==> src/nhbi_pkg.sv <==
// Package with constants and types shared by the host bus interface files
package nhbi_pkg;

  // Register file geometry
  localparam int unsigned REG_COUNT      = 16;
  localparam int unsigned REG_SEL_WIDTH  = 4;
  localparam int unsigned REG_DATA_WIDTH = 8;
  localparam int unsigned BUS_WIDTH      = 16;

  // Register indices reached through the register select lines
  localparam logic [3:0] REG_REMOTE_START_ADDR_LOW  = 4'h8;
  localparam logic [3:0] REG_REMOTE_START_ADDR_HIGH = 4'h9;
  localparam logic [3:0] REG_DATA_CONFIG            = 4'hE;

  // Field position of the long-address select bit in the data configuration register
  localparam int unsigned DCR_LONG_ADDRESS_SELECT_BIT = 2;

  // Reset value of every register in the file
  localparam logic [7:0] REG_RESET_VALUE = 8'h00;

  // Default bus clock divider: fast clock cycles per bus clock phase
  localparam int unsigned BUS_CLOCK_DIV_DEFAULT = 4;

  // Synchroniser depth for pin inputs
  localparam int unsigned SYNC_STAGES = 3;

  // DMA memory cycle phases, one-hot
  typedef enum logic [6:0] {
    NHBI_IDLE  = 7'h01,  // Bus not owned or no work pending
    NHBI_UPPER = 7'h02,  // Upper address strobe phase (long-address mode)
    NHBI_T1    = 7'h04,  // Address phase
    NHBI_T2    = 7'h08,  // First strobe phase
    NHBI_T3    = 7'h10,  // Ready sampled here
    NHBI_TW    = 7'h20,  // Wait state
    NHBI_T4    = 7'h40   // Data captured, cycle ends
  } nhbi_state_t;

  // Pin inputs after synchronisation
  typedef struct packed {
    logic        chipSelectN;       // Host chip select, active low
    logic        hostWriteStrobeN;  // Host write strobe, active low
    logic        hostReadStrobeN;   // Host read strobe, active low
    logic [3:0]  registerSelect;    // Register index
    logic        busGrant;          // Bus grant, active high
    logic        ready;             // High requests a wait state
    logic        portReadDone;      // Latch was read by the host
    logic [15:0] muxAddrData;       // Shared address/data bus level
  } nhbi_pins_t;

  localparam int unsigned PINS_WIDTH = $bits(nhbi_pins_t);

endpackage : nhbi_pkg

==> src/nhbi_pin_sync.sv <==
// Three-stage synchroniser with agreement filter for a bundle of pin inputs
`timescale 1ns/1ps
`default_nettype none

module nhbi_pin_sync #(
  parameter int unsigned WIDTH = 1
) (
  input  wire logic             clk,       // System clock
  input  wire logic             reset,     // Synchronous reset, active high
  input  wire logic [WIDTH-1:0] pinIn,     // Raw asynchronous levels
  output logic      [WIDTH-1:0] pinStable  // Filtered, synchronous levels
);

  initial begin
    if (WIDTH < 1) $error("nhbi_pin_sync: WIDTH must be at least 1");
  end

  // One chain per bit; a change is taken only once stages two and three agree
  genvar b;
  generate
    for (b = 0; b < WIDTH; b++) begin : g_bit
      logic stage1;  // Metastable stage, read only by stage2
      logic stage2;  // Second stage
      logic stage3;  // Third stage
      logic nextStable;

      // Next filtered value
      always_comb begin
        nextStable = (stage2 == stage3) ? stage3 : pinStable[b];
      end

      // Register the chain
      always_ff @(posedge clk) begin
        if (reset) begin
          stage1       <= 1'b0;
          stage2       <= 1'b0;
          stage3       <= 1'b0;
          pinStable[b] <= 1'b0;
        end else begin
          stage1       <= pinIn[b];
          stage2       <= stage1;
          stage3       <= stage2;
          pinStable[b] <= nextStable;
        end
      end
    end
  endgenerate

endmodule : nhbi_pin_sync

`default_nettype wire

==> src/nhbi_host_bus.sv <==
// Host bus interface: register slave port, DMA memory cycles and remote port
`timescale 1ns/1ps
`default_nettype none

module nhbi_host_bus #(
  parameter int unsigned BUS_CLOCK_DIV = nhbi_pkg::BUS_CLOCK_DIV_DEFAULT  // Clocks per bus phase
) (
  input  wire logic        clk,                // System clock, 250 MHz
  input  wire logic        reset,              // Synchronous reset, active high
  // Host slave pins
  input  wire logic        chipSelectN,        // Chip select, active low
  input  wire logic        hostWriteStrobeN,   // Host write strobe, active low
  input  wire logic        hostReadStrobeN,    // Host read strobe, active low
  input  wire logic [3:0]  registerSelect,     // Register index
  output logic             accessGrantN,       // Access grant, active low
  // Shared address/data bus, three signals
  input  wire logic [15:0] muxAddrDataIn,      // Bus level seen at the pins
  output logic      [15:0] muxAddrDataOut,     // Value driven by the block
  output logic             muxAddrDataOeN,     // Low while the block drives
  // DMA master pins
  output logic             busRequestOut,      // Bus request, active high
  input  wire logic        busGrant,           // Bus grant, active high
  input  wire logic        ready,              // High inserts wait states
  output logic             dmaReadStrobeN,     // DMA read strobe, active low
  output logic             dmaReadStrobeOeN,   // Low while the strobe is driven
  // Remote port pins
  input  wire logic        portReadDone,       // Host has read the latch
  output logic             portLatchStrobeN,   // Latch strobe, rising edge latches
  output logic             dualPinOut,         // Port request or upper address strobe
  output logic             dualPinOeN,         // Low while the dual pin is driven
  // Internal side
  input  wire logic        fifoNeedsService,   // FIFO wants a memory read
  input  wire logic [15:0] fifoAddress,        // Buffer address for FIFO reads
  input  wire logic [15:0] remoteAddress,      // Buffer address for remote reads
  output logic      [15:0] dmaReadData,        // Data captured from buffer memory
  output logic             dmaReadValid,       // One-cycle pulse with new data
  output logic             dmaReadRemote       // Captured cycle was a remote read
);

  initial begin
    if (BUS_CLOCK_DIV < 2) $error("nhbi_host_bus: BUS_CLOCK_DIV must be at least 2");
  end

  // Synchronised pin bundle
  nhbi_pkg::nhbi_pins_t pins;
  logic [nhbi_pkg::PINS_WIDTH-1:0] pinsStable;

  nhbi_pin_sync #(.WIDTH(nhbi_pkg::PINS_WIDTH)) u_sync (
    .clk      (clk),
    .reset    (reset),
    .pinIn    ({~chipSelectN, ~hostWriteStrobeN, ~hostReadStrobeN, registerSelect,
                busGrant, ready, portReadDone, muxAddrDataIn}),
    .pinStable(pinsStable)
  );

  // Active-low strobes pass the chain inverted, so the chain's reset value of zero
  // reads as their idle high level and no false access follows reset
  always_comb begin
    pins                  = nhbi_pkg::nhbi_pins_t'(pinsStable);
    pins.chipSelectN      = !pins.chipSelectN;
    pins.hostWriteStrobeN = !pins.hostWriteStrobeN;
    pins.hostReadStrobeN  = !pins.hostReadStrobeN;
  end

  // ---------------- Bus phase divider ----------------
  logic [7:0] divCount;       // Counts fast cycles within a bus phase
  logic [7:0] next_divCount;
  logic       busTick;        // One-cycle enable marking a bus phase boundary

  // Next divider value
  always_comb begin
    busTick       = (divCount == 8'(BUS_CLOCK_DIV - 1));
    next_divCount = busTick ? 8'h00 : divCount + 8'h01;
  end

  // Register divider
  always_ff @(posedge clk) begin
    if (reset) divCount <= 8'h00;
    else       divCount <= next_divCount;
  end

  // ---------------- Host register file ----------------
  logic [7:0] regFile [nhbi_pkg::REG_COUNT];  // Registers the host reaches
  logic [7:0] next_regFile [nhbi_pkg::REG_COUNT];
  logic       prevWriteN;      // Last synced write strobe, for edge detect
  logic       prevReadDone;    // Last synced read-done, for edge detect
  logic       configWritten;   // Data configuration register has been written
  logic       next_configWritten;
  logic       writeEdge;       // Rising edge of a selected host write
  logic       hostRead;        // Selected host read in progress
  logic       hostActive;      // Any selected host access in progress
  logic       longAddr;        // Long-address select bit

  // Next register contents; writes land on the strobe's rising edge
  always_comb begin
    next_regFile       = regFile;
    next_configWritten = configWritten;
    writeEdge          = pins.hostWriteStrobeN && !prevWriteN && !pins.chipSelectN;
    if (writeEdge) begin
      next_regFile[pins.registerSelect] = pins.muxAddrData[7:0];
      if (pins.registerSelect == nhbi_pkg::REG_DATA_CONFIG) next_configWritten = 1'b1;
    end
  end

  // Register the file and edge trackers
  always_ff @(posedge clk) begin
    if (reset) begin
      for (int i = 0; i < nhbi_pkg::REG_COUNT; i++) regFile[i] <= nhbi_pkg::REG_RESET_VALUE;
      configWritten <= 1'b0;
      prevWriteN    <= 1'b1;
      prevReadDone  <= 1'b0;
    end else begin
      regFile       <= next_regFile;
      configWritten <= next_configWritten;
      prevWriteN    <= pins.hostWriteStrobeN;
      prevReadDone  <= pins.portReadDone;
    end
  end

  assign longAddr = regFile[nhbi_pkg::REG_DATA_CONFIG][nhbi_pkg::DCR_LONG_ADDRESS_SELECT_BIT];

  // ---------------- DMA cycle sequencer ----------------
  nhbi_pkg::nhbi_state_t state, next_state;
  logic remotePending, next_remotePending;  // Latch refill owed
  logic cycleRemote, next_cycleRemote;      // Current cycle refills the latch
  logic [15:0] next_dmaReadData;
  logic next_dmaReadValid;
  logic next_dmaReadRemote;
  logic readDoneEdge;                       // Synced rising edge of read-done
  logic workPending;                        // Any memory read owed

  // Next sequencer state; phases move only on bus ticks
  always_comb begin
    next_state         = state;
    next_cycleRemote   = cycleRemote;
    next_dmaReadData   = dmaReadData;
    next_dmaReadValid  = 1'b0;
    next_dmaReadRemote = dmaReadRemote;
    readDoneEdge       = pins.portReadDone && !prevReadDone;
    workPending        = remotePending || fifoNeedsService;
    next_remotePending = remotePending;
    // Finishing a remote cycle clears the debt; a new edge in that cycle still wins
    if (state == nhbi_pkg::NHBI_T4 && busTick && cycleRemote) next_remotePending = 1'b0;
    if (readDoneEdge) next_remotePending = 1'b1;
    if (busTick) begin
      unique case (state)
        nhbi_pkg::NHBI_IDLE: begin
          // Only start once the owner has granted the bus
          if (workPending && pins.busGrant) begin
            next_cycleRemote = remotePending;  // Remote refill takes priority
            next_state = longAddr ? nhbi_pkg::NHBI_UPPER : nhbi_pkg::NHBI_T1;
          end
        end
        nhbi_pkg::NHBI_UPPER: next_state = nhbi_pkg::NHBI_T1;
        nhbi_pkg::NHBI_T1:    next_state = nhbi_pkg::NHBI_T2;
        nhbi_pkg::NHBI_T2:    next_state = nhbi_pkg::NHBI_T3;
        nhbi_pkg::NHBI_T3,
        nhbi_pkg::NHBI_TW: begin
          // Ready high buys exactly one more phase each time it is seen
          next_state = pins.ready ? nhbi_pkg::NHBI_TW : nhbi_pkg::NHBI_T4;
          if (!pins.ready) begin
            // Strobe rises at this boundary: take the data now
            next_dmaReadData   = pins.muxAddrData;
            next_dmaReadValid  = 1'b1;
            next_dmaReadRemote = cycleRemote;
          end
        end
        nhbi_pkg::NHBI_T4:    next_state = nhbi_pkg::NHBI_IDLE;
      endcase
    end
  end

  // Register sequencer state
  always_ff @(posedge clk) begin
    if (reset) begin
      state         <= nhbi_pkg::NHBI_IDLE;
      remotePending <= 1'b0;
      cycleRemote   <= 1'b0;
      dmaReadData   <= 16'h0000;
      dmaReadValid  <= 1'b0;
      dmaReadRemote <= 1'b0;
    end else begin
      state         <= next_state;
      remotePending <= next_remotePending;
      cycleRemote   <= next_cycleRemote;
      dmaReadData   <= next_dmaReadData;
      dmaReadValid  <= next_dmaReadValid;
      dmaReadRemote <= next_dmaReadRemote;
    end
  end

  // ---------------- Pin outputs ----------------
  logic next_accessGrantN;
  logic [15:0] next_muxOut;
  logic next_muxOeN, next_strobeN, next_strobeOeN, next_latchN, next_dualOut, next_dualOeN;

  // Next pin values; all pins leave flip-flops
  always_comb begin
    // Access grant and register reads only while the sequencer is in IDLE; writes land in any state
    hostActive = !pins.chipSelectN && (state == nhbi_pkg::NHBI_IDLE) &&
                 (!pins.hostReadStrobeN || !pins.hostWriteStrobeN);
    hostRead   = hostActive && !pins.hostReadStrobeN;
    next_accessGrantN = !hostActive;
    next_muxOut = 16'h0000;
    next_muxOeN = 1'b1;
    if (hostRead) begin
      next_muxOut = {8'h00, regFile[pins.registerSelect]};
      next_muxOeN = 1'b0;
    end else if (state == nhbi_pkg::NHBI_UPPER) begin
      next_muxOut = {regFile[nhbi_pkg::REG_REMOTE_START_ADDR_HIGH],
                     regFile[nhbi_pkg::REG_REMOTE_START_ADDR_LOW]};
      next_muxOeN = 1'b0;
    end else if (state == nhbi_pkg::NHBI_T1) begin
      next_muxOut = cycleRemote ? remoteAddress : fifoAddress;
      next_muxOeN = 1'b0;
    end else if (state == nhbi_pkg::NHBI_T4 && cycleRemote) begin
      next_muxOut = dmaReadData;  // Held for the latch until the strobe rises
      next_muxOeN = 1'b0;
    end
    // Strobe is low in T2, T3 and waits; it floats without grant
    next_strobeN   = !(state inside {nhbi_pkg::NHBI_T2, nhbi_pkg::NHBI_T3,
                                     nhbi_pkg::NHBI_TW});
    next_strobeOeN = !pins.busGrant;
    next_latchN    = !(state == nhbi_pkg::NHBI_T4 && cycleRemote);
    // Dual pin: floats until configured, then port request or upper strobe
    if (!configWritten) begin
      next_dualOut = 1'b0;
      next_dualOeN = 1'b1;
    end else if (longAddr) begin
      next_dualOut = (state == nhbi_pkg::NHBI_UPPER);
      next_dualOeN = !pins.busGrant;
    end else begin
      next_dualOut = remotePending;
      next_dualOeN = 1'b0;
    end
  end

  // Register pin outputs
  always_ff @(posedge clk) begin
    if (reset) begin
      accessGrantN     <= 1'b1;
      muxAddrDataOut   <= 16'h0000;
      muxAddrDataOeN   <= 1'b1;
      dmaReadStrobeN   <= 1'b1;
      dmaReadStrobeOeN <= 1'b1;
      portLatchStrobeN <= 1'b1;
      dualPinOut       <= 1'b0;
      dualPinOeN       <= 1'b1;
      busRequestOut    <= 1'b0;
    end else begin
      accessGrantN     <= next_accessGrantN;
      muxAddrDataOut   <= next_muxOut;
      muxAddrDataOeN   <= next_muxOeN;
      dmaReadStrobeN   <= next_strobeN;
      dmaReadStrobeOeN <= next_strobeOeN;
      portLatchStrobeN <= next_latchN;
      dualPinOut       <= next_dualOut;
      dualPinOeN       <= next_dualOeN;
      // Request held until the cycle is over, so the grant cannot vanish mid-cycle
      busRequestOut    <= workPending || (state != nhbi_pkg::NHBI_IDLE);
    end
  end

  // ---------------- Checks ----------------
  logic [7:0] phaseCount;  // Bus phases spent in T1..TW of the current cycle
  logic [7:0] waitCount;   // Wait phases in the current cycle
  always_ff @(posedge clk) begin
    if (reset || state == nhbi_pkg::NHBI_IDLE) begin
      phaseCount <= 8'h00;
      waitCount  <= 8'h00;
    end else if (busTick && state != nhbi_pkg::NHBI_UPPER) begin
      phaseCount <= phaseCount + 8'h01;
      if (state == nhbi_pkg::NHBI_TW) waitCount <= waitCount + 8'h01;
    end
  end

  read_strobe_a: assert property (@(posedge clk) disable iff (reset)
    !dmaReadStrobeN |-> $past(state) inside {nhbi_pkg::NHBI_T2, nhbi_pkg::NHBI_T3,
                                            nhbi_pkg::NHBI_TW})
    else $error("read strobe low outside T2/T3/TW");
  strobe_float_a: assert property (@(posedge clk) disable iff (reset)
    !pins.busGrant |=> dmaReadStrobeOeN)
    else $error("read strobe driven without grant");
  host_write_a: assert property (@(posedge clk) disable iff (reset)
    writeEdge |=> regFile[$past(pins.registerSelect)] == $past(pins.muxAddrData[7:0]))
    else $error("host write not stored");
  host_read_a: assert property (@(posedge clk) disable iff (reset)
    hostRead |=> !muxAddrDataOeN && muxAddrDataOut[7:0] == $past(regFile[pins.registerSelect]))
    else $error("host read data wrong");
  access_grant_a: assert property (@(posedge clk) disable iff (reset)
    !accessGrantN |-> $past(hostActive) && $past(state) == nhbi_pkg::NHBI_IDLE)
    else $error("access granted before synchronisation");
  cycle_length_a: assert property (@(posedge clk) disable iff (reset)
    state == nhbi_pkg::NHBI_T4 && busTick |-> phaseCount == 8'h03 + waitCount)
    else $error("DMA cycle length wrong");
  ready_wait_a: assert property (@(posedge clk) disable iff (reset)
    state == nhbi_pkg::NHBI_T3 && busTick && pins.ready |=> state == nhbi_pkg::NHBI_TW)
    else $error("ready high did not insert a wait");
  latch_strobe_a: assert property (@(posedge clk) disable iff (reset)
    !portLatchStrobeN |-> !muxAddrDataOeN && muxAddrDataOut == dmaReadData)
    else $error("latch strobe without valid data");
  dual_float_a: assert property (@(posedge clk) disable iff (reset)
    !configWritten |=> dualPinOeN)
    else $error("dual pin driven before configuration");
  bus_drive_a: assert property (@(posedge clk) disable iff (reset)
    !muxAddrDataOeN |-> $past(hostRead) || $past(state) != nhbi_pkg::NHBI_IDLE)
    else $error("bus driven with no read or cycle");

endmodule : nhbi_host_bus

`default_nettype wire

==> config.mk <==
export PLATFORM = sky130hd
export DESIGN_NAME = nhbi_host_bus
export DESIGN_NICKNAME = d
export VERILOG_FILES = /design/src/nhbi_pkg.sv /design/src/nhbi_pin_sync.sv /design/src/nhbi_host_bus.sv
export SDC_FILE = /design/constraint.sdc
export NUM_CORES = 1
export LEC_CHECK = 0
export BUFFER_PORTS_ARGS = -buffer_cell sky130_fd_sc_hd__buf_2
export CAP_MARGIN = 10
export CORE_UTILIZATION = 50
export CTS_CLUSTER_DIAMETER = 60
export DETAILED_ROUTE_END_ITERATION = 7
export GPL_TIMING_DRIVEN = 0
export HOLD_SLACK_MARGIN = 0.02
export PLACE_DENSITY = 0.69
export SLEW_MARGIN = 20
export SYNTH_ARGS = -nofsm -noshare
export SYNTH_HDL_FRONTEND = slang
export SYNTH_SLANG_ARGS = --single-unit
==> constraint.sdc <==
create_clock -name clk -period 4.55 [get_ports clk]
set_input_delay 0.91 -clock clk [delete_from_list [all_inputs] [get_ports clk]]
set_output_delay 0.91 -clock clk [all_outputs]
set_load 0.01 [all_outputs]
==> flow_summary_export.csv <==
group,metric,value,unit
power,power_frac_comb,0.027,
place,place_inst,1536,
drt,wl,31000,um
grt,grt_start_max_net_pins,16,
power,ir_drop,0.310,mV
power,p_leak,5.33,nW
flow_run,max_cap_viol_count,0,
yosys,synth_edf_count,0,
layout,finalNonFillerCells,1598,
yosys,synth_top_area_share,0.507,
die,start_util,0.511,
place,dpl.hpwl,21600,um
power,intPower,0.00426,W
critical_path,criticalPathCategory,"reg2reg",
critical_path,cp.required,4.93,ns
yosys,ys.flop_type,"dfxtp_1",
layout,nets,1349,
sta,skew,0.0220,ns
yosys,syn-instance-count,1149,
sta,maxSlewHeadroom,0.185,
yosys,syn_area,11600,um^2
power,clkPwrFrac,0.495,
clock_tree,cts_tree,"yes",
clock_tree,insertion_delay,0.52,ns
clock_tree,cts_made_buffers,34,
sta,hold_viol,0,
yosys,yosysTopAreaCell,"dfxtp_1",
critical_path,crit_path_end,"regFile[81]$_SDFFE_PP0P_",
layout,final_area,13600,um^2
layout,final_core_util,0.600,
sta,fmax,389,MHz
sta,rsz0062_at_grt,"false",
grt,gr-total-overflow,0,
place,gp_congestion,0.978,
sta,setup_tns,0,ns
drt,final_antenna_net_count,0,
yosys,ys_types,54,
die,core,22700,um^2
clock_tree,ctsHoldBuffers,0,
drt,routed_wire_length_per_instance,19.4,um
clock_tree,clkSlewWorstSetupHoldPaths,0.06,ns
clock_tree,cts_resized,0,
die,io_pins,103,
place,dpl_cell_area,12500,um^2
sta,finalSetupViolCount,0,
critical_path,worstPathArrival,2.95,ns
power,powerDensity,402,nW/um^2
die,die_h,154,um
critical_path,path_cells,"nor4b_1 -> nand3_2 -> mux2i_1 -> nor2_1",
yosys,async_flop_share,0,
sta,drv_slew,0,
layout,drive_above_1_share,0.184,
place,numPortBuffers,102,
yosys,synthTopCellsByArea,"dfxtp_1 51%, mux2i_1 13%, nor2_1 4.6%",
sta,period_needed,2.57,ns
critical_path,r2r_slack,1.98,ns
sta,post-route-period-util,0.565,
sta,hold_ws,0.434,ns
worst_hold_path,hold_class,"reg2reg",
yosys,yosysWarnings,0,
die,die_area,23800,um^2
clock_tree,cts_root_buf,"clkbuf_16",
yosys,yosysMostFrequentCell,"dfxtp_1",
outcome,outcome,"finished, final reports clean",
power,switching_share,0.223,
critical_path,critPathSlowestCell,"nor4b_1",
critical_path,cp-start-kind,"flop",
yosys,synth.avg_cell_area,10.1,um^2
layout,diodes,0,
critical_path,slowest_delay,1.07,ns
grt,grt_pass1_wl,47600,um
grt,grt_use_total,0.261,
drt,drc,0,
critical_path,startpoint,"u_sync.pinStable[22]$_SDFFE_PP0N_",
die,fp-row-count,55,
clock_tree,cts-htree-levels,2,
yosys,synthTopCellsByCount,"294 x dfxtp_1, 145 x mux2i_1, 143 x nor2_1",
yosys,synth_seq_cells,294,
critical_path,reg2regPathDepth,4,
layout,area_growth,17.3,%
critical_path,regToRegEndpoint,"regFile[81]$_SDFFE_PP0P_",
critical_path,worstSetupEndpointType,"flop",
grt,first_global_vias,8459,
sta,worst_pin_slew,1.21,ns
drt,vias,9061,
critical_path,timing.rr.start,"u_sync.pinStable[22]$_SDFFE_PP0N_",
drt,detail_route.first_pass.iterations,5,
clock_tree,cts.sinks,294,
clock_tree,post_cts_buffers,0,
die,die_x,154,um
yosys,yosysSeqAreaShare,0.507,
grt,antenna_found_initial,0,
drt,first_iter_violations,864,
drt,vias_per_cell,5.67,
power,seqPwrFrac,0.478,
yosys,synth_nets,1211,
critical_path,crit_fanout,8,
clock_tree,clockBufferDepth,3,
power,p_sw,0.00122,W
[cell families (layout without fill, tap and decap cells)]
logic type,after synthesis,after routing,synth area share
and+or+nand+nor,382,382,0.171
DFF,294,294,0.507
muxes,194,194,0.190
AOI/OAI and AO/OA,174,174,0.0917
buffers and inverters,96,260,0.0337
xor gates and xnor gates,8,8,0.00603
adders and majority gates,1,1,0.00108
[final cells by class]
type                    count  area, um^2
multi-input cells         759        5330
fillers                  1951        9090
clock buffers              41         927
repair buffers            102         510
plain buffers              90         369
inverters                   6        22.5
flip-flops and latches    294        5890
clock inverters            21         210
well taps                 285         357
[metal layers]
metal	vias up	GRT usage	part of all wire	routed length [um]
li1	4305	-	-	-
met1	4316	0.366	0.44	13800
met2	360	0.393	0.44	13600
met3	80	0.0482	0.076	2360
met4	0	0.117	0.042	1310
met5	-	0	0	0
[stage by stage]
stage	total power (W)	worst slack [ns]
global route	0.00564	1.78
detailed placement	0.00282	1.67
CTS	0.00552	2.09
floorplan	0.00275	2.65
finish	0.00548	1.98
global placement	0.00282	1.72
[cell usage in the layout (no fill, tap or decap), types with 5 or more instances in the layout]
master,synthesis,routed
o22ai_1,7,7
inv_1,6,6
o21ai_0,51,51
buf_2,13,115
nand3_1,31,31
clkbuf_1,71,73
a21oi_1,62,62
nor2b_1,82,82
a2bb2oi_1,7,7
clkinv_2,0,8
a221oi_1,7,7
nor3_1,5,5
o21bai_1,7,7
dfxtp_1,294,294
nand4_1,25,25
nand3_2,5,5
nand2_1,45,45
nand2b_1,12,12
a22oi_1,8,8
and3_1,9,9
mux2_2,31,31
xor2_1,7,7
a31oi_1,7,7
mux4_2,18,18
clkbuf_16,0,34
nor2_1,143,143
mux2i_1,145,145
clkbuf_8,0,5
o311ai_0,7,7
[worst max-delay path: cells and delay by family (launching register included)]
kind | cells | cell delay [ns]
and+or+nand+nor | 3 | 1.71
muxes | 1 | 0.30
DFF | 1 | 0.43
[power groups by stage]
| stage | Combinational (W) | Sequential (W) | Clock, W |
|---|---|---|---|
| 2_1_floorplan | 0.0000799 | 0.00267 | 0 |
| 3_3_place_gp | 0.000142 | 0.00268 | 0 |
| 3_5_place_dp | 0.000144 | 0.00268 | 0 |
| 4_1_cts | 0.000145 | 0.00262 | 0.00276 |
| 5_1_grt | 0.000159 | 0.00262 | 0.00286 |
| 6_report | 0.000145 | 0.00262 | 0.00271 |
[how the worst min path moves through the flow]
stage	from	endpoint	depth (start not counted)
floorplan	configWritten$_SDFFE_PP0P_	dualPinOeN$_SDFF_PP1_	1
global placement	u_sync.g_bit[22].stage1$_SDFF_PP0_	u_sync.g_bit[22].stage2$_SDFF_PP0_	1
detailed placement	u_sync.g_bit[22].stage1$_SDFF_PP0_	u_sync.g_bit[22].stage2$_SDFF_PP0_	1
CTS	u_sync.g_bit[22].stage1$_SDFF_PP0_	u_sync.g_bit[22].stage2$_SDFF_PP0_	1
global route	u_sync.g_bit[15].stage1$_SDFF_PP0_	u_sync.g_bit[15].stage2$_SDFF_PP0_	1
finish	u_sync.g_bit[21].stage1$_SDFF_PP0_	u_sync.g_bit[21].stage2$_SDFF_PP0_	1
[flip-flops by register name, indices dropped and copies added (netlist names), 7 cells and up]
register             count
divCount                 8
dmaReadData             16
muxAddrDataOut          16
regFile                127
state                    7
u_sync.g_bit.stage1     26
u_sync.g_bit.stage2     26
u_sync.g_bit.stage3     26
u_sync.pinStable        26
Power figures use the tool's default switching activity.
